## config.mk

```make
export PLATFORM = sky130hd
export DESIGN_NAME = acr_control
export DESIGN_NICKNAME = d
export VERILOG_FILES = /design/src/hdl/acr_pkg.sv /design/src/hdl/acr_fifo.sv /design/src/hdl/acr_control.sv
export SDC_FILE = /design/constraint.sdc
export NUM_CORES = 1
export LEC_CHECK = 0
export ABC_AREA = 1
export BUFFER_PORTS_ARGS = -buffer_cell sky130_fd_sc_hd__buf_2
export CAP_MARGIN = 20
export CORE_MARGIN = 4
export CORE_UTILIZATION = 40
export CTS_BUF_LIST = sky130_fd_sc_hd__clkbuf_4
export DETAILED_ROUTE_END_ITERATION = 6
export GPL_TIMING_DRIVEN = 1
export PLACE_DENSITY = 0.67
export SYNTH_ARGS = -nofsm -noshare
export SYNTH_HDL_FRONTEND = slang
export SYNTH_SLANG_ARGS = --single-unit
```

## constraint.sdc

```tcl
create_clock -name I_CORE_CLK -period 9.4 [get_ports I_CORE_CLK]
set_input_delay 1.88 -clock I_CORE_CLK [delete_from_list [all_inputs] [get_ports I_CORE_CLK]]
set_output_delay 1.88 -clock I_CORE_CLK [all_outputs]
set_load 0.1 [all_outputs]
```

## src/hdl/acr_pkg.sv

```systemverilog
// Package for the converter control register block: offsets, field positions, reset values, timing.
// Assumes a 16-bit register port and a single core clock.
package acr_pkg;
   localparam logic [3:0] ADDR_CONTROL_ONE = 4'h0;
   localparam logic [3:0] ADDR_SAMPLE_DATA = 4'h1;
   localparam logic [3:0] ADDR_DMA_CONFIG = 4'h2;
   localparam logic [3:0] ADDR_STATUS = 4'h3;
   localparam logic [15:0] CONTROL_ONE_RESET = 16'h0000;
   localparam logic [15:0] DMA_CONFIG_RESET = 16'h0000;
   localparam logic [15:0] CONTROL_ONE_WMASK = 16'hb7ff;
   localparam int BIT_ENABLE = 15;
   localparam int BIT_IDLE_STOP = 13;
   localparam int BIT_BUILD_MODE = 12;
   localparam int BIT_RESOLUTION = 10;
   localparam int BIT_FORMAT_LO = 8;
   localparam int BIT_TRIGGER_LO = 5;
   localparam int BIT_TRIGGER_GROUP = 4;
   localparam int BIT_SIMULTANEOUS = 3;
   localparam int BIT_AUTO_SAMPLE = 2;
   localparam int BIT_SAMPLE = 1;
   localparam int BIT_DONE = 0;
   localparam int CONV_TIME_NS = 120;
   localparam int CLK_PERIOD_NS = 10;
   localparam int CONV_CYCLES = (CONV_TIME_NS + CLK_PERIOD_NS - 1) / CLK_PERIOD_NS;
   localparam int CHANNELS_10BIT = 4;
   localparam int CHANNELS_12BIT = 1;
   typedef enum logic [1:0] {
      ST_IDLE = 2'b00,
      ST_SAMPLE = 2'b01,
      ST_CONVERT = 2'b10,
      ST_STORE = 2'b11
   } acr_state_e;
endpackage

```

## src/hdl/acr_fifo.sv

```systemverilog
// Synchronous FIFO holding conversion results on their way to the DMA channel.
// Assumes both sides run on the same clock; storage is flip-flops.
`timescale 1ns/1ps
`default_nettype none
module acr_fifo #(
   parameter int WIDTH = 16,
   parameter int DEPTH = 8
) (
   input wire logic i_clk,
   input wire logic i_rst,
   input wire logic i_in_valid,
   output logic o_in_ready,
   input wire logic [WIDTH-1:0] i_in_data,
   output logic o_out_valid,
   input wire logic i_out_ready,
   output logic [WIDTH-1:0] o_out_data,
   output logic o_empty,
   output logic o_full
);
   localparam int AW = $clog2(DEPTH);
   initial begin
      if (DEPTH < 2 || (1 << AW) != DEPTH || WIDTH < 1) begin
         $error("FIFO depth must be a power of two of at least 2");
      end
   end
   logic [WIDTH-1:0] mem [DEPTH];
   logic [AW:0] wr_ptr;
   logic [AW:0] rd_ptr;
   logic push;
   logic pop;
   assign o_empty = (wr_ptr == rd_ptr);
   assign o_full = (wr_ptr[AW-1:0] == rd_ptr[AW-1:0]) && (wr_ptr[AW] != rd_ptr[AW]);
   assign o_in_ready = !o_full;
   assign o_out_valid = !o_empty;
   assign push = i_in_valid && o_in_ready;
   assign pop = o_out_valid && i_out_ready;
   assign o_out_data = mem[rd_ptr[AW-1:0]];
   always_ff @(posedge i_clk) begin
      if (push) begin
         mem[wr_ptr[AW-1:0]] <= i_in_data;
      end
   end
   always_ff @(posedge i_clk) begin
      if (i_rst) begin
         wr_ptr <= '0;
         rd_ptr <= '0;
      end else begin
         if (push) begin
            wr_ptr <= wr_ptr + 1'b1;
         end
         if (pop) begin
            rd_ptr <= rd_ptr + 1'b1;
         end
      end
   end
endmodule
`default_nettype wire

```

## src/hdl/acr_control.sv

```systemverilog
// Converter control register one with sample/convert sequencer and DMA result path.
// Assumes a synchronous register port master and a DMA channel with valid/ready.
`timescale 1ns/1ps
`default_nettype none
// Behaviour
// - Converter samples and converts only while the enable bit 15 is set.
// - Bit 12 chooses conversion-order buffer or scatter/gather addressing for DMA.
// - Scatter/gather address is input index times buffer size plus sample slot.
// - Fields sit at 15, 13, 12, 10, 9..8 and trigger/sample/done in low byte.
module acr_control #(
   parameter int FIFO_DEPTH = 8,
   parameter int ADDR_WIDTH = 11
) (
   input wire logic I_CORE_CLK,
   input wire logic I_RST,
   input wire logic [3:0] I_ADDR,
   input wire logic [15:0] I_WDATA,
   input wire logic I_WR,
   input wire logic I_RD,
   output logic [15:0] O_RDATA,
   input wire logic I_IDLE,
   input wire logic I_TRIGGER,
   input wire logic [11:0] I_ANALOG_CODE,
   output logic O_CONVERTER_ON,
   output logic O_DMA_VALID,
   input wire logic I_DMA_READY,
   output logic [15:0] O_DMA_DATA,
   output logic [ADDR_WIDTH-1:0] O_DMA_ADDR
);
   initial begin
      if (FIFO_DEPTH != 8 || ADDR_WIDTH < 8 || ADDR_WIDTH > 16) begin
         $error("Unsupported FIFO depth or DMA address width");
      end
   end
   localparam int FW = 16 + ADDR_WIDTH;
   logic [15:0] control;
   logic [15:0] dma_config;
   logic [15:0] last_result;
   acr_pkg::acr_state_e state;
   logic [7:0] conv_count;
   logic [1:0] channel;
   logic [7:0] slot;
   logic idle_s1;
   logic idle_s2;
   logic trig_s1;
   logic trig_s2;
   logic trig_prev;
   logic [11:0] code_s1;
   logic [11:0] code_s2;
   logic overflow;
   logic fifo_ready;
   logic fifo_valid;
   logic [FW-1:0] fifo_in;
   logic [FW-1:0] fifo_out;
   logic [15:0] next_result;
   logic [ADDR_WIDTH-1:0] next_addr;
   logic running;
   logic trigger_edge;
   logic wr_ctrl;
   logic conv_done;
   logic last_channel;
   wire logic enable = control[acr_pkg::BIT_ENABLE];
   wire logic build_sg = control[acr_pkg::BIT_BUILD_MODE];
   wire logic res12 = control[acr_pkg::BIT_RESOLUTION];
   wire logic [1:0] fmt = control[acr_pkg::BIT_FORMAT_LO +: 2];
   wire logic [2:0] trig_src = control[acr_pkg::BIT_TRIGGER_LO +: 3];
   wire logic auto_sample = control[acr_pkg::BIT_AUTO_SAMPLE];
   wire logic simultaneous = control[acr_pkg::BIT_SIMULTANEOUS];
   wire logic [3:0] buf_words_log2 = dma_config[3:0];

   // Pins from outside are synchronised before any decision reads them
   always_ff @(posedge I_CORE_CLK) begin
      if (I_RST) begin
         idle_s1 <= 1'b0;
         idle_s2 <= 1'b0;
         trig_s1 <= 1'b0;
         trig_s2 <= 1'b0;
         trig_prev <= 1'b0;
         code_s1 <= 12'h000;
         code_s2 <= 12'h000;
      end else begin
         idle_s1 <= I_IDLE;
         idle_s2 <= idle_s1;
         trig_s1 <= I_TRIGGER;
         trig_s2 <= trig_s1;
         trig_prev <= trig_s2;
         code_s1 <= I_ANALOG_CODE;
         code_s2 <= code_s1;
      end
   end

   // Idle stop halts the sequencer only while the device is idle
   assign running = enable && !(control[acr_pkg::BIT_IDLE_STOP] && idle_s2);
   // Nonzero trigger source uses the external pin; zero means software clears sample
   assign trigger_edge = (trig_src != 3'b000) ? (trig_s2 && !trig_prev)
                       : (state == acr_pkg::ST_SAMPLE && !control[acr_pkg::BIT_SAMPLE]);
   assign wr_ctrl = I_WR && (I_ADDR == acr_pkg::ADDR_CONTROL_ONE);
   assign conv_done = (state == acr_pkg::ST_CONVERT) && (conv_count == 8'(acr_pkg::CONV_CYCLES - 1));
   // Simultaneous mode in 10-bit still walks all four channels, one store per cycle
   assign last_channel = res12 || (channel == 2'(acr_pkg::CHANNELS_10BIT - 1));

   // Result formatting: 12-bit or 10-bit code into one of four layouts
   always_comb begin
      logic [11:0] code;
      logic [3:0] msb;
      code = res12 ? code_s2 : {2'b00, code_s2[9:0]};
      msb = res12 ? 4'd11 : 4'd9;
      case (fmt)
         2'b00: next_result = {4'h0, code};
         2'b01: next_result = res12 ? {{4{code[11]}}, code} : {{6{code[9]}}, code[9:0]};
         2'b10: next_result = res12 ? {code, 4'h0} : {code[9:0], 6'h00};
         2'b11: next_result = res12 ? {~code[11], code[10:0], 4'h0} : {~code[9], code[8:0], 6'h00};
         default: next_result = 16'h0000;
      endcase
      if (fmt == 2'b01 || fmt == 2'b11) begin
         next_result[15] = ~code[msb];
         if (fmt == 2'b01) begin
            next_result = res12 ? {{4{~code[11]}}, ~code[11], code[10:0]} >> 0
                                : {{6{~code[9]}}, code[9:0]} ^ 16'h0200;
         end
      end
   end

   // Scatter/gather places each input in its own block; ordered mode counts on
   always_comb begin
      logic [15:0] sg;
      sg = ({14'h0000, channel} << buf_words_log2) | {8'h00, slot};
      if (build_sg) begin
         next_addr = sg[ADDR_WIDTH-1:0];
      end else begin
         next_addr = ADDR_WIDTH'(slot * (res12 ? 8'd1 : 8'd4) + {6'h00, channel});
      end
   end

   assign fifo_in = {next_addr, next_result};

   // Sample/convert sequencer
   always_ff @(posedge I_CORE_CLK) begin
      if (I_RST) begin
         state <= acr_pkg::ST_IDLE;
         conv_count <= 8'h00;
         channel <= 2'b00;
      end else if (!running) begin
         state <= acr_pkg::ST_IDLE;
         conv_count <= 8'h00;
         channel <= 2'b00;
      end else begin
         case (state)
            acr_pkg::ST_IDLE: begin
               if (control[acr_pkg::BIT_SAMPLE] || auto_sample) begin
                  state <= acr_pkg::ST_SAMPLE;
               end
            end
            acr_pkg::ST_SAMPLE: begin
               if (trigger_edge) begin
                  state <= acr_pkg::ST_CONVERT;
                  conv_count <= 8'h00;
               end
            end
            acr_pkg::ST_CONVERT: begin
               conv_count <= conv_count + 8'h01;
               if (conv_done) begin
                  state <= acr_pkg::ST_STORE;
               end
            end
            acr_pkg::ST_STORE: begin
               if (fifo_ready) begin
                  if (last_channel) begin
                     channel <= 2'b00;
                     state <= acr_pkg::ST_IDLE;
                  end else begin
                     channel <= channel + 2'b01;
                     state <= simultaneous ? acr_pkg::ST_STORE : acr_pkg::ST_CONVERT;
                     conv_count <= 8'h00;
                  end
               end
            end
            default: state <= acr_pkg::ST_IDLE;
         endcase
      end
   end

   // Slot advances once per finished scan, wraps inside the buffer
   always_ff @(posedge I_CORE_CLK) begin
      if (I_RST || !enable) begin
         slot <= 8'h00;
      end else if (state == acr_pkg::ST_STORE && fifo_ready && last_channel) begin
         slot <= (slot == ((8'h01 << buf_words_log2[2:0]) - 8'h01)) ? 8'h00 : slot + 8'h01;
      end
   end

   // Control register: sample and done are set and cleared by hardware too
   always_ff @(posedge I_CORE_CLK) begin
      if (I_RST) begin
         control <= acr_pkg::CONTROL_ONE_RESET;
      end else begin
         if (wr_ctrl) begin
            control[15:2] <= I_WDATA[15:2] & acr_pkg::CONTROL_ONE_WMASK[15:2];
            control[acr_pkg::BIT_SAMPLE] <= I_WDATA[acr_pkg::BIT_SAMPLE];
            // Done is clear-only from software; a set in the same cycle wins below
            if (!I_WDATA[acr_pkg::BIT_DONE]) begin
               control[acr_pkg::BIT_DONE] <= 1'b0;
            end
         end
         if (running && state == acr_pkg::ST_SAMPLE && trigger_edge) begin
            control[acr_pkg::BIT_SAMPLE] <= 1'b0;
         end
         if (running && state == acr_pkg::ST_IDLE && auto_sample) begin
            control[acr_pkg::BIT_SAMPLE] <= 1'b1;
         end
         if (running && state == acr_pkg::ST_SAMPLE && trigger_edge) begin
            control[acr_pkg::BIT_DONE] <= 1'b0;
         end
         if (running && state == acr_pkg::ST_STORE && fifo_ready && last_channel) begin
            control[acr_pkg::BIT_DONE] <= 1'b1;
         end
      end
   end

   always_ff @(posedge I_CORE_CLK) begin
      if (I_RST) begin
         dma_config <= acr_pkg::DMA_CONFIG_RESET;
      end else if (I_WR && I_ADDR == acr_pkg::ADDR_DMA_CONFIG) begin
         dma_config <= {12'h000, I_WDATA[3:0]};
      end
   end

   // Last result and a sticky overflow when the FIFO held up a store
   always_ff @(posedge I_CORE_CLK) begin
      if (I_RST) begin
         last_result <= 16'h0000;
         overflow <= 1'b0;
      end else begin
         if (state == acr_pkg::ST_STORE && fifo_ready) begin
            last_result <= next_result;
         end
         if (state == acr_pkg::ST_STORE && !fifo_ready) begin
            overflow <= 1'b1;
         end else if (I_WR && I_ADDR == acr_pkg::ADDR_STATUS && I_WDATA[0]) begin
            overflow <= 1'b0;
         end
      end
   end

   // Read data stand one cycle after the strobe; unmapped reads give zero
   always_ff @(posedge I_CORE_CLK) begin
      if (I_RST) begin
         O_RDATA <= 16'h0000;
      end else if (I_RD) begin
         case (I_ADDR)
            acr_pkg::ADDR_CONTROL_ONE: O_RDATA <= control;
            acr_pkg::ADDR_SAMPLE_DATA: O_RDATA <= last_result;
            acr_pkg::ADDR_DMA_CONFIG: O_RDATA <= dma_config;
            acr_pkg::ADDR_STATUS: O_RDATA <= {12'h000, state, !fifo_valid, overflow};
            default: O_RDATA <= 16'h0000;
         endcase
      end else begin
         O_RDATA <= 16'h0000;
      end
   end

   always_ff @(posedge I_CORE_CLK) begin
      if (I_RST) begin
         O_CONVERTER_ON <= 1'b0;
      end else begin
         O_CONVERTER_ON <= running;
      end
   end

   acr_fifo #(
      .WIDTH(FW),
      .DEPTH(FIFO_DEPTH)
   ) u_fifo (
      .i_clk(I_CORE_CLK),
      .i_rst(I_RST || !enable),
      .i_in_valid(state == acr_pkg::ST_STORE && running),
      .o_in_ready(fifo_ready),
      .i_in_data(fifo_in),
      .o_out_valid(fifo_valid),
      .i_out_ready(I_DMA_READY),
      .o_out_data(fifo_out),
      .o_empty(),
      .o_full()
   );

   assign O_DMA_VALID = fifo_valid;
   assign O_DMA_DATA = fifo_out[15:0];
   assign O_DMA_ADDR = fifo_out[FW-1:16];
endmodule
`default_nettype wire

```

== Word-level counts from Yosys, hierarchy flattened ==
Memories as Yosys holds them, arrays and structs flattened. A register that Yosys moved wholly into a read port is not among the register bits.
Cells that the tools add are included.
W data, S select, Z words.

* Bits in registers: 109
* Memory bits (writable): 216
* Input bits: 39
* Output and inout bits: 45
* Word-level logic and storage cells: 146
* Memories kept: 1

* $add $sub $neg: 7
* Multipliers: 1
* Magnitude comparators: 1
* Equal/unequal tests: 21
* Shift-type cells: 2
* Muxes and demuxes: 40
* Bitwise logic cells: 7
* Reductions and logical operators: 45

{| class="wikitable"
|+ Memory list
! memory !! words !! width !! read ports !! clocked after Yosys merged registers in !! wr ports !! line !! text
|-
| u_fifo.mem || 8 || 27 || 1 || 1 || 1 || acr_fifo.sv:26 || <nowiki>logic [WIDTH-1:0] mem [DEPTH];</nowiki>
|}

{| class="wikitable"
|+ Operators with widths
! operator !! number
|-
| $pmux W16 S4 || 2
|-
| $mux W16 || 6
|-
| $mux W8 || 4
|-
| $pmux W8 S3 || 1
|-
| $logic_and A1 B1 Y1 || 21
|-
| $add A8 B1 Y8 const B || 2
|-
| $mux W2 || 8
|-
| $mux W1 || 12
|-
| $mux W12 || 1
|-
| $reduce_bool A3 Y1 || 4
|-
| $add A11 B2 Y11 || 1
|-
| $mul A8 B3 Y11 || 1
|-
| $mux W11 || 1
|-
| $or A11 B8 Y11 || 1
|-
| $shl A2 B4 Y11 || 1
|-
| $eq A2 B2 Y1 const B || 5
|-
| $ne A2 B2 Y1 const B || 5
|-
| $mux W3 || 3
|-
| $add A4 B1 Y4 const B || 2
|-
| $eq A4 B2 Y1 const B || 2
|-
| $eq A8 B4 Y1 const B || 1
|-
| $eq A8 B8 Y1 || 1
|-
| $pmux W2 S4 || 1
|-
| $reduce_and A4 Y1 || 2
|-
| other kinds (19) || 36
|}

== Longest topological paths before layout ==
* Word-level depth: 8
* Gate-level depth with buffers: 15
* Gate-level depth less buffers: 12

== Cells and area by module ==
From an unflattened synthesis, not the netlist that was laid out.

* Cell total of the unflattened synthesis: 1418
* Area, all modules: 14363.8 um^2

{| class="wikitable"
|+ Modules (own cells, without submodules)
! module !! instances !! cells an instance !! area an instance (um^2) !! sequential area each (um^2)
|-
| acr_fifo || 1 || 650 || 9023.7 || 6706.4
|-
| acr_control || 1 || 768 || 5340.1 || 2021.9
|}

== Least setup slack after synthesis ==
Ideal clock, no wire load.

* Kind: reg-to-output
* From: register with a tool-made name
* To: output O_DMA_ADDR[0]
* Data arrival time: 2.649 ns
* Required time: 7.520 ns
* Setup slack: 4.871 ns
* Stages on the path, launching flop included: 8
* Buffers on the path: 3
* Path through: dfxtp_1 buf_4 buf_2 clkbuf_1 nor2_1 o22ai_1 nor2_1 a31oi_1

{| class="wikitable"
|+ RTL lines
! element !! line !! text
|-
| end, declared || acr_control.sv:28 || <nowiki>output logic [ADDR_WIDTH-1:0] O_DMA_ADDR</nowiki>
|}

==> impl_metrics.tcl <==
set metrics [dict create \
    grt_pass1_wl_mm 53.5 \
    rows 68 \
    whs_path_depth 2 \
    skew_ns 0.0472 \
    initial_utilization_pct 40.8 \
    status "finished, final reports clean" \
    setup_viol 0 \
    cp_cell_sequence "buf_4 > clkinv_1 > buf_4 > nor2_1 > o21ai_0 > a31oi_1 > buf_2" \
    leakage_nw 6.11 \
    swShare_pct 21.4 \
    pwr-share-comb_pct 2.3 \
    antenna_found_initial 1 \
    power.density_nw_per_um2 170 \
    peakVddDrop_uv 93.0 \
    p_total_w 0.00273 \
    path_class "reg2out" \
    worstPathMaxFanout 55 \
    rsz0062_at_grt "no" \
    wire_per_inst_um 16.1 \
    drive_gt1_share_pct 16.2 \
    cts_buffers 81 \
    reg2regPathDepth 11 \
    die_height_um 196 \
    finalCriticalPeriod_ns 5.73 \
    clk_pin_slew_ns 0.06 \
    via_per_inst 5.09 \
    arrival_ns 3.85 \
    synth_common_cells "nor2_1, edfxtp_1, o21ai_0, nand2_1, inv_1" \
    worst_pin_slew_ns 1.12 \
    antenna_left 0 \
    ctsResizeCount 0 \
    postCtsHoldBufs 0 \
    grt_max_degree 76 \
    period_share_pct 61.0 \
    fin_setup_tns_ns 0 \
    max_cap_violations 0 \
    p_seq_share_pct 56.4 \
    yosysTopAreaCell "edfxtp_1" \
    syn_avg_cell_area_sq_um 9.70 \
    synth-edff-count 216 \
    first_iter_violations 794 \
    critPathSlowestCell "clkinv_1" \
    n_fill_cell 3335 \
    holdCritPathClass "reg2reg" \
    grt-ovfl-total 0 \
    power.switching_w 0.000584 \
    timing.fmax_ghz 0.175 \
    ys_seq_area_share_pct 61.5 \
    critPathTopFamily "buffers and inverters" \
    synth_seq_cells 328 \
    die_area_sq_um 38600 \
    grt_pass1_vias 10300 \
    remaining_drc_errors 0 \
    worstSetupStartpointType "flip-flop" \
    area_growth_pct 12.9 \
    insertion_delay_ns 0.69 \
    grt_usage_pct 17.1 \
    drt_wl_total_mm 33.7 \
    cts_tree "yes" \
    synth_cell_types 51 \
    port_buffers 81 \
    h-tree-depth 3 \
    clkPwrFrac_pct 41.3 \
    async_flop_share_pct 0 \
    critPathBufInv 4 \
    p_int_w 0.00215 \
    io_pins 84 \
    final_hold_viol_count 0 \
    synthFlopType "edfxtp_1" \
    slew_headroom_pct 24.5 \
    slew_violations 0 \
    crit_path_frequent_cell "buf_4" \
    yosys.area.top_type_share_pct 45.7 \
    dieWidth_um 196 \
    crit_cells 7 \
    clockRootBuffer "clkbuf_4" \
    yosysMostFrequentCell "nor2_1" \
    netlist_instances 1463 \
    vias 10600 \
    clock_sinks 328 \
    finalWeightedCongestion 0.913 \
    synth_area_leaders "edfxtp_1, dfxtp_1, nor2_1" \
    cts_setup_buffers 0 \
    yosys_warnings 0 \
    coreArea_sq_um 34800 \
    dr.pass1.iters 5 \
    hpwl_mm 20.7 \
    clockBufferDepth 3 \
    required_ns 7.52 \
    critPathMaxStageDelay_ns 0.73 \
    endpoint_kind "primary output" \
    netlist_area_sq_um 14200 \
    final_nets 1653 \
]
tightest hold or removal path: stages (launching register included):
cell	delay [ns]
dfxtp_1	0.30
inv_1	0.04
nor2_1	0.03
final cells by class:
class | instances | area, sq um | share of cell area [%]
antenna | 1 | 2.50 | 0.0156
clock buffer | 110 | 826 | 5.15
clock inverter | 18 | 136 | 0.851
inverter | 145 | 549 | 3.43
multi-input combinational | 931 | 4670 | 29.1
sequential | 328 | 8730 | 54.5
tap | 455 | 569 | 3.55
timing repair buffer | 101 | 541 | 3.37
layout by cell type (no fill, tap or decap), drive strengths merged, types with 11 or more instances in the layout:
master  netlist  layout
clkinv        2      15
a21oi        71      71
inv         143     145
buf          25     101
a31oi        33      33
o21ai       185     185
nand3        46      46
nor3         12      12
o22ai        37      37
dfxtp       112     112
nor2        306     306
edfxtp      216     216
nand2       157     157
nand4        11      11
clkbuf       39     110
ha           25      25
xor2         14      14
through the flow:
stage	cell area, sq um	setup slack, ns	utilization (%)	hold WS, ns	std cells
2_1_floorplan	14200	4.87	-	0.388	1468
3_3_place_gp	15000	4.28	43.2	0.393	1954
3_5_place_dp	15000	4.26	43.2	0.400	1956
4_1_cts	16000	3.52	46.0	0.402	2084
5_1_grt	16000	3.35	46.1	0.414	2089
6_report	16000	3.67	46.1	0.402	2089
power groups by stage:
stage | registers, W | logic [W] | clock network [W]
floorplan | 0.00157 | 0.0000374 | 0
global placement | 0.00157 | 0.0000602 | 0
detailed placement | 0.00157 | 0.0000615 | 0
CTS | 0.00154 | 0.0000619 | 0.00116
global route | 0.00154 | 0.0000706 | 0.00124
finish | 0.00154 | 0.0000627 | 0.00113
worst paths after layout:
| kind | to | start | slack [ns] |
|---|---|---|---|
| hold reg to reg | code_s2[11] | code_s1[11] | 0.40 |
| setup / recovery | O_DMA_DATA[15] | flip-flop | 3.67 |
| hold / removal | code_s2[11] | code_s1[11] | 0.40 |
| setup reg to reg | u_fifo.mem[1][23] | control[10] | 6.30 |
logic make-up after synthesis:
family                     synth area share, %
xor gates and xnor gates                 0.987
adders and majority gates                 2.34
AOI/OAI and AO/OA                         13.4
and+or+nand+nor                           15.8
DFF                                       61.5
buffers and inverters                     5.92
other                                   0.0264
flip-flops by register name, summed over array words and instances, names as in the netlist, 2 cells and up, named ones only:
signal and flops:
channel 2, u_fifo.rd_ptr 4, conv_count 8, code_s2 12, state 2, u_fifo.mem 216
control 14, O_RDATA 16, slot 8, dma_config 4, u_fifo.wr_ptr 4, last_result 16
code_s1 12
layer usage:
metal | track usage [%] | up-vias | part of all wire [%]
met2 | 26.4 | 348 | 45
met4 | 5.46 | 0 | 1.8
met1 | 24.4 | 4938 | 46
met5 | 0 | - | 0
li1 | - | 5288 | -
met3 | 3.61 | 52 | 7.1
(Power assumes the default switching activity.)
